File: src/verilog/sirg_pkg.sv
// package for the serial input routing and unit gate block
// assumes a single 250 MHz clock domain and a plain strobe register port
package sirg_pkg;
   localparam int ADDR_W = 32;
   localparam logic [31:0] ROUTE_OFS = 32'h40040473;
   localparam logic [31:0] FILT_OFS = 32'h40040474;
   localparam logic [31:0] PCLK_OFS = 32'h40040475;
   // per-unit control stand-in registers, gated by the unit clock enables
   localparam logic [31:0] UCTL0_OFS = 32'h40040480;
   localparam logic [31:0] UCTL1_OFS = 32'h40040484;
   localparam int ROUTE_IRQ_BIT = 0;
   localparam int ROUTE_TMR_BIT = 1;
   localparam int ROUTE_SS_BIT = 7;
   localparam logic [7:0] ROUTE_MASK = 8'h83;
   localparam int FILT_U0RX_BIT = 0;
   localparam logic [7:0] FILT_MASK = 8'h15;
   localparam int PCLK_U0_BIT = 2;
   localparam int PCLK_U1_BIT = 3;
   localparam logic [7:0] ROUTE_RST = 8'h00;
   localparam logic [7:0] FILT_RST = 8'h00;
   localparam logic [7:0] PCLK_RST = 8'h00;
   localparam logic [7:0] UCTL_RST = 8'h00;

   typedef struct packed {
      logic [ADDR_W-1:0] addr;
      logic [7:0] wdata;
      logic wr;
      logic rd;
   } sirg_bus_t;

   typedef struct packed {
      logic ext_irq_in;
      logic timer_ch3_in;
   } sirg_route_t;
endpackage

File: src/verilog/sirg_rx_filter.sv
// input synchroniser with optional two-sample agreement filter
// assumes clk is the channel operating clock and din is asynchronous
`timescale 1ns/1ps
`default_nettype none
module sirg_rx_filter import sirg_pkg::*; (
   input wire logic clk, // channel operating clock
   input wire logic rst, // async reset, active high
   input wire logic din, // raw pin level
   input wire logic filt_on, // agreement filter enable
   output logic dout // cleaned level
);
   logic s1, s2, s3, next_dout;
   always_comb begin
      next_dout = s2;
      if (filt_on && (s2 != s3)) begin
         next_dout = dout;
      end
   end
   // reset to idle-high, the line level of an idle receive pin
   always_ff @(posedge clk or posedge rst) begin
      if (rst) begin
         s1 <= 1'b1;
         s2 <= 1'b1;
         s3 <= 1'b1;
         dout <= 1'b1;
      end else begin
         s1 <= din;
         s2 <= s1;
         s3 <= s2;
         dout <= next_dout;
      end
   end
endmodule // sirg_rx_filter
`default_nettype wire

File: src/verilog/sirg_top.sv
// serial input routing, slave-select gate and serial unit clock gate
// assumes pins are asynchronous and registers are reached over a strobe port
// What this block does
// - Routing bit 0 set sends the receive pin, or idle high while unit 0 is stopped, to external interrupt 0, else its own pin.
// - Routing bit 1 set sends the receive pin, or idle high while unit 0 is stopped, to timer channel 3, else its own pin.
// - The slave-select pin of channel 0 counts only while the honour bit is 1.
// - While honoured and high, slave-select blocks transfers; low lets them run.
// - The routing register is 8 bits, RW, resets to 00H, unused bits read zero.
// - Filter on: synchronise and take a level only when two samples agree; off: only sync.
// - The filter register is 8 bits, resets to 00H, bit 0 is the receive pin, bits 7-5,3,1 zero.
// - Clock-enable bit 2 gates serial unit 0 and bit 3 gates serial unit 1.
// - A stopped unit ignores control writes and reads initial values; routing regs exempt.
// - A stopped unit does no serial work and its pins fall back to port use.
//
// Design decision made here: strobed register access.
`timescale 1ns/1ps
`default_nettype none
module sirg_top import sirg_pkg::*; (
   input wire logic clk, // 250 MHz system clock
   input wire logic rst, // async reset, active high
   input wire logic [ADDR_W-1:0] addr, // register address
   input wire logic [7:0] wdata, // write data
   input wire logic wr, // write strobe
   input wire logic rd, // read strobe
   output logic [7:0] rdata, // read data, cycle after rd
   input wire logic uart0_receive_pin, // receive pin
   input wire logic external_irq_zero, // dedicated interrupt pin
   input wire logic timer_ch3_input_pin, // timer capture pin
   input wire logic slave_select_pin, // slave-select pin, active low
   output sirg_route_t route_out, // routed interrupt and timer inputs
   output logic uart0_rx_clean, // filtered receive level to unit 0
   output logic transfer_allow, // channel 0 may shift on serial clocks
   output logic unit0_clk_en, // clock gate enable, serial unit 0
   output logic unit1_clk_en, // clock gate enable, serial unit 1
   output logic unit0_pins_port, // unit 0 pins revert to port use
   output logic unit1_pins_port, // unit 1 pins revert to port use
   output logic [7:0] unit0_ctrl, // unit 0 control value
   output logic [7:0] unit1_ctrl // unit 1 control value
);
   sirg_bus_t bus;
   logic [7:0] input_route_ctrl, next_route;
   logic [7:0] rx_filter_enable, next_filt;
   logic [7:0] peripheral_clock_enable, next_pclk;
   logic [7:0] uctl0, uctl1, next_uctl0, next_uctl1;
   logic [7:0] next_rdata;
   logic [2:0] pin_s1, pin_s2;
   sirg_route_t next_route_out;
   logic next_allow;
   logic rx_filt, next_rx_clean;

   assign bus = '{addr: addr, wdata: wdata, wr: wr, rd: rd};

   function automatic logic hit(input logic [ADDR_W-1:0] a, input logic [31:0] ofs);
      hit = (a == ofs);
   endfunction

   // register writes
   always_comb begin
      next_route = input_route_ctrl;
      next_filt = rx_filter_enable;
      next_pclk = peripheral_clock_enable;
      next_uctl0 = uctl0;
      next_uctl1 = uctl1;
      if (bus.wr) begin
         if (hit(bus.addr, ROUTE_OFS)) begin
            next_route = bus.wdata & ROUTE_MASK;
         end
         if (hit(bus.addr, FILT_OFS)) begin
            next_filt = bus.wdata & FILT_MASK;
         end
         if (hit(bus.addr, PCLK_OFS)) begin
            next_pclk = bus.wdata;
         end
         if (hit(bus.addr, UCTL0_OFS) && peripheral_clock_enable[PCLK_U0_BIT]) begin
            next_uctl0 = bus.wdata;
         end
         if (hit(bus.addr, UCTL1_OFS) && peripheral_clock_enable[PCLK_U1_BIT]) begin
            next_uctl1 = bus.wdata;
         end
      end
   end

   // read path; a stopped unit shows its reset value, not its stored one
   always_comb begin
      next_rdata = 8'h00;
      if (bus.rd) begin
         if (hit(bus.addr, ROUTE_OFS)) begin
            next_rdata = input_route_ctrl;
         end else if (hit(bus.addr, FILT_OFS)) begin
            next_rdata = rx_filter_enable;
         end else if (hit(bus.addr, PCLK_OFS)) begin
            next_rdata = peripheral_clock_enable;
         end else if (hit(bus.addr, UCTL0_OFS)) begin
            next_rdata = peripheral_clock_enable[PCLK_U0_BIT] ? uctl0 : UCTL_RST;
         end else if (hit(bus.addr, UCTL1_OFS)) begin
            next_rdata = peripheral_clock_enable[PCLK_U1_BIT] ? uctl1 : UCTL_RST;
         end
      end
   end

   always_ff @(posedge clk or posedge rst) begin
      if (rst) begin
         input_route_ctrl <= ROUTE_RST;
         rx_filter_enable <= FILT_RST;
         peripheral_clock_enable <= PCLK_RST;
         uctl0 <= UCTL_RST;
         uctl1 <= UCTL_RST;
         rdata <= 8'h00;
      end else begin
         input_route_ctrl <= next_route;
         rx_filter_enable <= next_filt;
         peripheral_clock_enable <= next_pclk;
         uctl0 <= next_uctl0;
         uctl1 <= next_uctl1;
         rdata <= next_rdata;
      end
   end

   // pin synchronisers for interrupt, timer and slave-select pins
   always_ff @(posedge clk or posedge rst) begin
      if (rst) begin
         pin_s1 <= 3'h7;
         pin_s2 <= 3'h7;
      end else begin
         pin_s1 <= {slave_select_pin, timer_ch3_input_pin, external_irq_zero};
         pin_s2 <= pin_s1;
      end
   end

   // the raw pin goes straight into the synchroniser; gating it first would put
   // logic ahead of the first flop of an asynchronous input
   sirg_rx_filter u_rx_filter (
      .clk(clk),
      .rst(rst),
      .din(uart0_receive_pin),
      .filt_on(rx_filter_enable[FILT_U0RX_BIT]),
      .dout(rx_filt)
   );

   // muxing registered sources, then registering the result, keeps the
   // routed lines free of select-change glitches
   always_comb begin
      // a stopped unit 0 has no receive path, so it sees an idle line
      next_rx_clean = peripheral_clock_enable[PCLK_U0_BIT] ? rx_filt : 1'b1;
      next_route_out.ext_irq_in = input_route_ctrl[ROUTE_IRQ_BIT] ? uart0_rx_clean
                                                                  : pin_s2[0];
      next_route_out.timer_ch3_in = input_route_ctrl[ROUTE_TMR_BIT] ? uart0_rx_clean
                                                                    : pin_s2[1];
      next_allow = peripheral_clock_enable[PCLK_U0_BIT];
      if (input_route_ctrl[ROUTE_SS_BIT] && pin_s2[2]) begin
         next_allow = 1'b0;
      end
   end

   always_ff @(posedge clk or posedge rst) begin
      if (rst) begin
         route_out <= '{ext_irq_in: 1'b1, timer_ch3_in: 1'b1};
         transfer_allow <= 1'b0;
         uart0_rx_clean <= 1'b1;
      end else begin
         route_out <= next_route_out;
         transfer_allow <= next_allow;
         uart0_rx_clean <= next_rx_clean;
      end
   end

   assign unit0_clk_en = peripheral_clock_enable[PCLK_U0_BIT];
   assign unit1_clk_en = peripheral_clock_enable[PCLK_U1_BIT];
   assign unit0_pins_port = ~peripheral_clock_enable[PCLK_U0_BIT];
   assign unit1_pins_port = ~peripheral_clock_enable[PCLK_U1_BIT];
   assign unit0_ctrl = peripheral_clock_enable[PCLK_U0_BIT] ? uctl0 : UCTL_RST;
   assign unit1_ctrl = peripheral_clock_enable[PCLK_U1_BIT] ? uctl1 : UCTL_RST;
endmodule // sirg_top
`default_nettype wire

File: config.mk
export PLATFORM = sky130hd
export DESIGN_NAME = sirg_top
export DESIGN_NICKNAME = d
export VERILOG_FILES = /design/src/verilog/sirg_pkg.sv /design/src/verilog/sirg_rx_filter.sv /design/src/verilog/sirg_top.sv
export SDC_FILE = /design/constraint.sdc
export NUM_CORES = 1
export LEC_CHECK = 0
export ABC_AREA = 1
export BUFFER_PORTS_ARGS = -buffer_cell sky130_fd_sc_hd__buf_2
export CORE_ASPECT_RATIO = 1.75
export CORE_MARGIN = 2
export CORE_UTILIZATION = 50
export DETAILED_ROUTE_END_ITERATION = 8
export MAX_ROUTING_LAYER = met4
export PLACE_DENSITY = 0.78
export SKIP_CTS_REPAIR_TIMING = 1
export SYNTH_ARGS = -nofsm -noshare
export SYNTH_HDL_FRONTEND = slang
export SYNTH_SLANG_ARGS = --single-unit
File: constraint.sdc
create_clock -name clk -period 1.6 [get_ports clk]
set_input_delay 0.24 -clock clk [delete_from_list [all_inputs] [get_ports clk]]
set_output_delay 0.24 -clock clk [all_outputs]
set_load 0.01 [all_outputs]
; ---- Yosys cells after proc, flatten, opt, wreduce, memory -nomap -nowiden
; Index checks and enable logic that the tools add are counted.
[word_totals]
reg_bits = 52
inputBits = 48
[op_classes]
n_eq_ne = 6
bitwise = 2
muxes = 12
n_reduce_logical = 9
[ops]
columns = cell, count
row1 = $eq A32 B31 Y1 const B, 5
row2 = $mux W8, 8
row3 = $reduce_and A2 Y1, 5
row4 = $logic_and A1 B1 Y1, 4
row5 = $mux W1, 4
row6 = $not A1 Y1, 2
row7 = $ne A1 B1 Y1, 1

; ---- Logic depth before layout (Yosys ltp)
; Gate-level depths: netlist of the first run.
[depth]
word_depth = 7
ltp_mapped = 12
depth_no_buf = 12

; ---- By module
; A second synthesis of the first run with hierarchy kept.
[hier_totals]
cells_unflattened = 288
area_unflattened_um2 = 2557.5
[modules_own_cells]
columns = mod, cells_each, area_each_um2, instances
row1 = sirg_top, 274, 2414.8, 1
row2 = sirg_rx_filter, 14, 142.6, 1

; ---- Worst setup path after synthesis of the first run
; No wires, ideal clock.
[synth_timing]
path_kind = input to register
startpoint = input addr[17]
endpoint = register uctl1[0]
path_buffers = 1
setup_ns = 0.120
path_slack_ns = 0.220
arrival_ns = 1.260
path_stages = 9
required_time_ns = 1.480
path_cell_list = nor2_1 > nand4_2 > inv_2 > nand2_4 > nor2_4 > nand3_4 > buf_6 > nand2_2 > o21ai_2
[synth_between]
elab_chain_cells = 3
[synth_lines]
columns = element, line
row1 = start: declaration, sirg_top.sv:21  ; input wire logic [ADDR_W-1:0] addr,
row2 = $eq A32 B31 Y1, sirg_top.sv:54  ; hit = (a == ofs);
row3 = $logic_and A1 B1 Y1, sirg_top.sv:77  ; if (hit(bus.addr, UCTL1_OFS) && peripheral_clock_enable[PCLK_U1_BIT]) begin
row4 = $reduce_and A2 Y1 (no source line), -
row5 = end signal: assignment, sirg_top.sv:114  ; uctl1 <= next_uctl1;
row6 = end: declaration, sirg_top.sv:44  ; logic [7:0] uctl0, uctl1, next_uctl0, next_uctl1;
; Every way passes these cells.
; A chain may end at the register's enable or synchronous reset.

; ---- Worst setup path after layout of the first run
[layout_timing]
startpoint = register peripheral_clock_enable[3]
endpoint = output unit1_ctrl[7]
[layout_between]
elab_chain_cells = 1
[layout_lines]
columns = element, line
row1 = start: declaration, sirg_top.sv:43  ; logic [7:0] peripheral_clock_enable, next_pclk;
row2 = start signal: assignment, sirg_top.sv:112  ; peripheral_clock_enable <= next_pclk;
row3 = $mux W8, sirg_top.sv:172  ; assign unit1_ctrl = peripheral_clock_enable[PCLK_U1_BIT] ? uctl1 : UCTL_RST;
row4 = end: declaration, sirg_top.sv:38  ; output logic [7:0] unit1_ctrl
; Every way passes these cells.

==> impl_metrics.ini, run 1 <==
[sta]
drv_slew = 0
skew_ns = 0.01012
slew_headroom_pct = 72.65
rsz0062_at_grt = no
finalSetupTns_ns = 0
worst_slew_pin_slew_ns = 0.4080
period_share_pct = 89.14
fin_crit_ns = 1.426
setup_viol = 0
hold_viol_final = 0
fmax_ghz = 0.7012
hold_slack_ns = 0.02537

[cts]
h-tree-depth = 2
cts_buffers = 5
cts.path.max_buffers = 2
cts-root-buf = clkbuf_8
clk-insertion-delay-late_ns = 0.31
cts.sinks = 52
cts_tree = done
clkTransAtPathRegs_ns = 0.09

[cells_and_area]
post-route-util_pct = 65.21
area.growth.synth_to_final_pct = 25.35
final_net_count = 477
regArea_um2 = 1318
final_cell_mix = buf_2, nand2_1, inv_1, nor2_1, dfrtp_1
final_common_cell = buf_2
nFillCells = 449
antennaDiodeCount = 0
multi_input_area_um2 = 1139
fin_area_um2 = 3427
drive_above_1_share_pct = 36.51

[logic_synthesis]
ys_seq_elements = 52
syn_area_um2 = 2734
synth_cells = 333
synth_area_leader_cell = dfrtp_1
syn_nets = 381
yosysWarnings = 0
synth.area.top_cells = dfrtp_1, dfstp_2, nand2_1, inv_1, nor2_1
yosysSeqAreaShare_pct = 48.19
synth_cell_types = 28
synth.avg_cell_area_um2 = 8.210
synth_top_area_share_pct = 35.70

[worst_setup_path]
critical_path.startpoint_type = flip-flop
cp-end-kind = output pin
critical_path_class = reg2out
critPathArrivalTime_ns = 1.19
critPathMaxFanout = 9
worstPathRequired_ns = 1.36

[die]
core_area_um2 = 5255
row_count = 35
initial_core_util_pct = 52.02
pin_count = 80
die_w_um = 59.90
dieArea_um2 = 6099
dieHeight_um = 101.8

[detailed_routing]
drtPass1Iterations = 4
ant_nets = 0
drc = 0
drtIter0Drc = 95
vias = 2452
drt_wl_total_um = 6253
vias_per_cell = 5.056
wl_per_cell_um = 12.89

[power]
ir_drop_mv = 0.9060
powerDensity_nw_per_um2 = 724.5
p_leak_nw = 1.965

[global_routing]
overflow = 0
grt_max_degree = 53
grtUsageTotal_pct = 22.78
antenna_found_initial = 0
grt_pass1_wl_um = 10090
grt_pass1_vias = 2445

[min_path]
hold_class = in2reg

[placed_design]
portBuffers = 79
place_area_um2 = 3296
dp_hpwl_um = 5046
gp_congestion = 0.8510

[run_status]
status = finished clean

[flow_run]
timing.max_cap.violations = 0
synth_stat cells:
master / count
nand4_1: 8
dfstp_2: 13
nor2_4: 3
o21ai_0: 12
nor4_4: 1
clkbuf_1: 2
inv_2: 4
o21a_1: 3
a21oi_1: 6
nand2_1: 78
nor3_2: 1
nand3_4: 3
o2111ai_1: 1
nor3_1: 3
nor2_1: 46
nor2_2: 4
o21ai_1: 11
nand2_4: 2
nand4_2: 1
nand2_2: 3
o21ai_2: 16
nor2_8: 1
dfrtp_1: 39
buf_6: 4
o31ai_1: 1
mux2_2: 2
nand3_1: 9
inv_1: 56
cell families (layout without fill, tap and decap cells):
kind of cell	count (synthesis)	count (layout)	synth area share, %
and+or+nand+nor	163	163	28.97
AOI/OAI and AO/OA	50	50	11.85
buffers and inverters	66	163	10.16
DFF	52	52	48.19
muxes	2	2	0.8237
critical path, stage by stage (launching register included):
cell     delay [ns]
dfrtp_1        0.40
buf_4          0.20
nand2_1        0.06
inv_1          0.09
buf_2          0.14
path summary, 6_finish.rpt:
kind	startpoint	endpoint	slack [ns]	cells past startpoint
max	peripheral_clock_enable[3]	unit1_ctrl[7]	0.17	4
min	slave_select_pin	pin_s1[2]	0.03	1
max reg2reg	peripheral_clock_enable[3]	rdata[0]	0.37	7
min reg2reg	pin_s1[1]	pin_s2[1]	0.35	0
max in group asynchronous	rst	pin_s1[1]	0.80	4
min in group asynchronous	rst	rdata[4]	0.52	4
flip-flops by register name, indices dropped and copies added (netlist names), 2 cells and up:
signal                   count
peripheral_clock_enable      8
route_out                    2
pin_s2                       3
uctl0                        8
rx_filter_enable             3
input_route_ctrl             3
uctl1                        8
rdata                        8
pin_s1                       3
layout make-up:
class	count	share of cell area, %
clock buffers	6	2.410
clock inverters	2	1.132
inverters	60	6.572
multi-input cells	215	33.22
flip-flops and latches	52	38.44
well taps	55	2.008
repair buffers	95	16.21
where the power goes:
| part | switching (mW) | internal (mW) | total [mW] |
|---|---|---|---|
| Sequential | 0.00565 | 1.34 | 1.35 |
| Combinational | 0.125 | 0.0779 | 0.203 |
| Clock | 0.420 | 0.511 | 0.931 |
metrics by stage:
stage / cells / total power [mW] / setup slack (ns)
finish: 485 / 2.483 / 0.1738
global route: 485 / 2.591 / 0.07711
CTS: 484 / 2.510 / 0.1522
detailed placement: 476 / 1.577 / -0.08139
global placement: 476 / 1.570 / -0.009646
floorplan: 333 / 1.461 / 0.1236
per-layer routing:
layer	global-route usage [%]	share of wire (%)	vias to the layer above
met3	3.038	4.7	14
met4	10.09	2.7	0
met2	41.30	54	79
li1	-	-	1233
met1	23.51	39	1126
met5	-	0	-
Note: power is estimated with default switching activity, not from simulation.
==> inputs of run 2 (changes only) <==
==> constraint.sdc (replaced) <==
create_clock -name clk -period 1.8 [get_ports clk]
set_input_delay 0.27 -clock clk [delete_from_list [all_inputs] [get_ports clk]]
set_output_delay 0.27 -clock clk [all_outputs]
set_load 0.01 [all_outputs]
==> run 2 against run 1 <==
- register-to-register slack gained 0.17 ns
- final cell count shrank 2.3%
- critical path type unchanged
- critical path depth is the same
- clock power shrank 30%
- first-iteration DRC count shrank 23%
- largest cell class unchanged
- via count shrank 2.2%
- critical endpoint unchanged
- global-route usage shrank 0.38 points
- wire length grew 0.94%
- highest routed layer unchanged
- sequential share of layout area grew 1.6 points
- sequential cell count is the same
- core utilization shrank 2.7 points
==> impl_metrics.ini, run 2 (synthesized netlist as in run 1, its figures left out) <==
[min_path]
worstHoldPathCells = 1
hold_end = pin_s1[1]
hp-start = timer_ch3_input_pin
hold_class = in2reg

[detailed_routing]
wl_per_cell_um = 13.32
met1_length_um = 2474
vias = 2398
routed.top_layer = met4
drtIter0Drc = 73
vias_per_cell = 5.059
drc = 0
wl_met2_um = 3423
ant_nets = 0
drt_wl_total_um = 6312
met3_length_um = 294
drtPass1Iterations = 4

[placed_design]
place_area_um2 = 3188
dp_hpwl_um = 4999
gp_congestion = 0.8669
portBuffers = 79
place_ws_ns = 0.005230

[worst_setup_path]
critPathArrivalTime_ns = 1.33
r2r-start = peripheral_clock_enable[3]
reg2reg_depth = 7
critPathMaxFanout = 7
critical_path_class = reg2out
critical_path.startpoint_type = flip-flop
worstPathRequired_ns = 1.53
reg2reg_to = rdata[7]
r2r_slack_ns = 0.54
cp-end-kind = output pin

[cts]
cts.sinks = 52
h-tree-depth = 2
clk-insertion-delay-late_ns = 0.31
cts-root-buf = clkbuf_8
cts.path.max_buffers = 2
cts_tree = done
cts_buffers = 5
clkTransAtPathRegs_ns = 0.10

[sta]
hold_slack_ns = 0.05072
fmax_ghz = 0.6235
finalSetupTns_ns = 0
period_share_pct = 89.10
rsz0062_at_grt = no
skew_ns = 0.006535
drv_slew = 0
slew_headroom_pct = 69.81
worst_slew_pin_slew_ns = 0.4521
hold_viol_final = 0
fin_crit_ns = 1.604
setup_viol = 0
fin_ws_ns = 0.1962

[cells_and_area]
multi_input_area_um2 = 1139
regArea_um2 = 1318
final_cell_mix = buf_2, nand2_1, inv_1, nor2_1, dfrtp_1
final_net_count = 466
area.growth.synth_to_final_pct = 20.23
final_common_cell = buf_2
nFillCells = 491
drive_above_1_share_pct = 34.61
antennaDiodeCount = 0
fin_area_um2 = 3287

[power]
p_leak_nw = 1.880
finalPower_mw = 2.033
ir_drop_mv = 0.5395
powerDensity_nw_per_um2 = 618.6

[die]
core_area_um2 = 5255
dieArea_um2 = 6099
pin_count = 80
die_w_um = 59.90
dieHeight_um = 101.8
initial_core_util_pct = 52.02
row_count = 35

[global_routing]
grt_max_degree = 33
antenna_found_initial = 0
grt_pass1_vias = 2280
overflow = 0
grt_pass1_wl_um = 9915
grtUsageTotal_pct = 22.41

[flow_run]
timing.max_cap.violations = 0

[run_status]
status = finished clean
run 2: how the worst max path moves through the flow:
stage | end | depth (start not counted) | start
after global placement | peripheral_clock_enable[4] | 7 | addr[17]
final | unit1_ctrl[7] | 4 | peripheral_clock_enable[3]
after detailed placement | peripheral_clock_enable[4] | 7 | addr[21]
after CTS | unit1_ctrl[7] | 4 | peripheral_clock_enable[3]
after floorplan | input_route_ctrl[0] | 1 | rst
after global routing | unit1_ctrl[7] | 4 | peripheral_clock_enable[3]
run 2: worst max-delay path, cell delays in order, from the launching register on:
cell and delay, ns:
dfrtp_1 0.54, buf_4 0.21, nand2_1 0.05, inv_1 0.09, buf_2 0.14
run 2: area by class of cell:
class	count	area share [%]
tap	55	2.094
clock buffer	6	2.208
inverter	60	6.852
multi-input combinational	215	34.64
clock inverter	2	0.4949
timing repair buffer	84	13.63
sequential	52	40.08
run 2: metal layers:
| metal | GRT usage, % | up-vias |
|---|---|---|
| met5 | - | - |
| met4 | 8.205 | 0 |
| met3 | 3.165 | 8 |
| met2 | 40.22 | 76 |
| met1 | 24.25 | 1108 |
| li1 | - | 1206 |
run 2: stage by stage:
stage / utilization (%) / instances
after global routing: 62.55 / 474
after detailed placement: 60.67 / 465
after CTS: 62.36 / 473
after global placement: 60.67 / 465
final: 62.55 / 474
after floorplan: - / 333
run 2: power breakdown:
| part | internal, mW | total (mW) | switching, mW |
|---|---|---|---|
| combinational | 0.0671 | 0.178 | 0.111 |
| sequential | 1.19 | 1.20 | 0.00535 |
| clock | 0.277 | 0.656 | 0.379 |
| total | 1.54 | 2.03 | 0.495 |
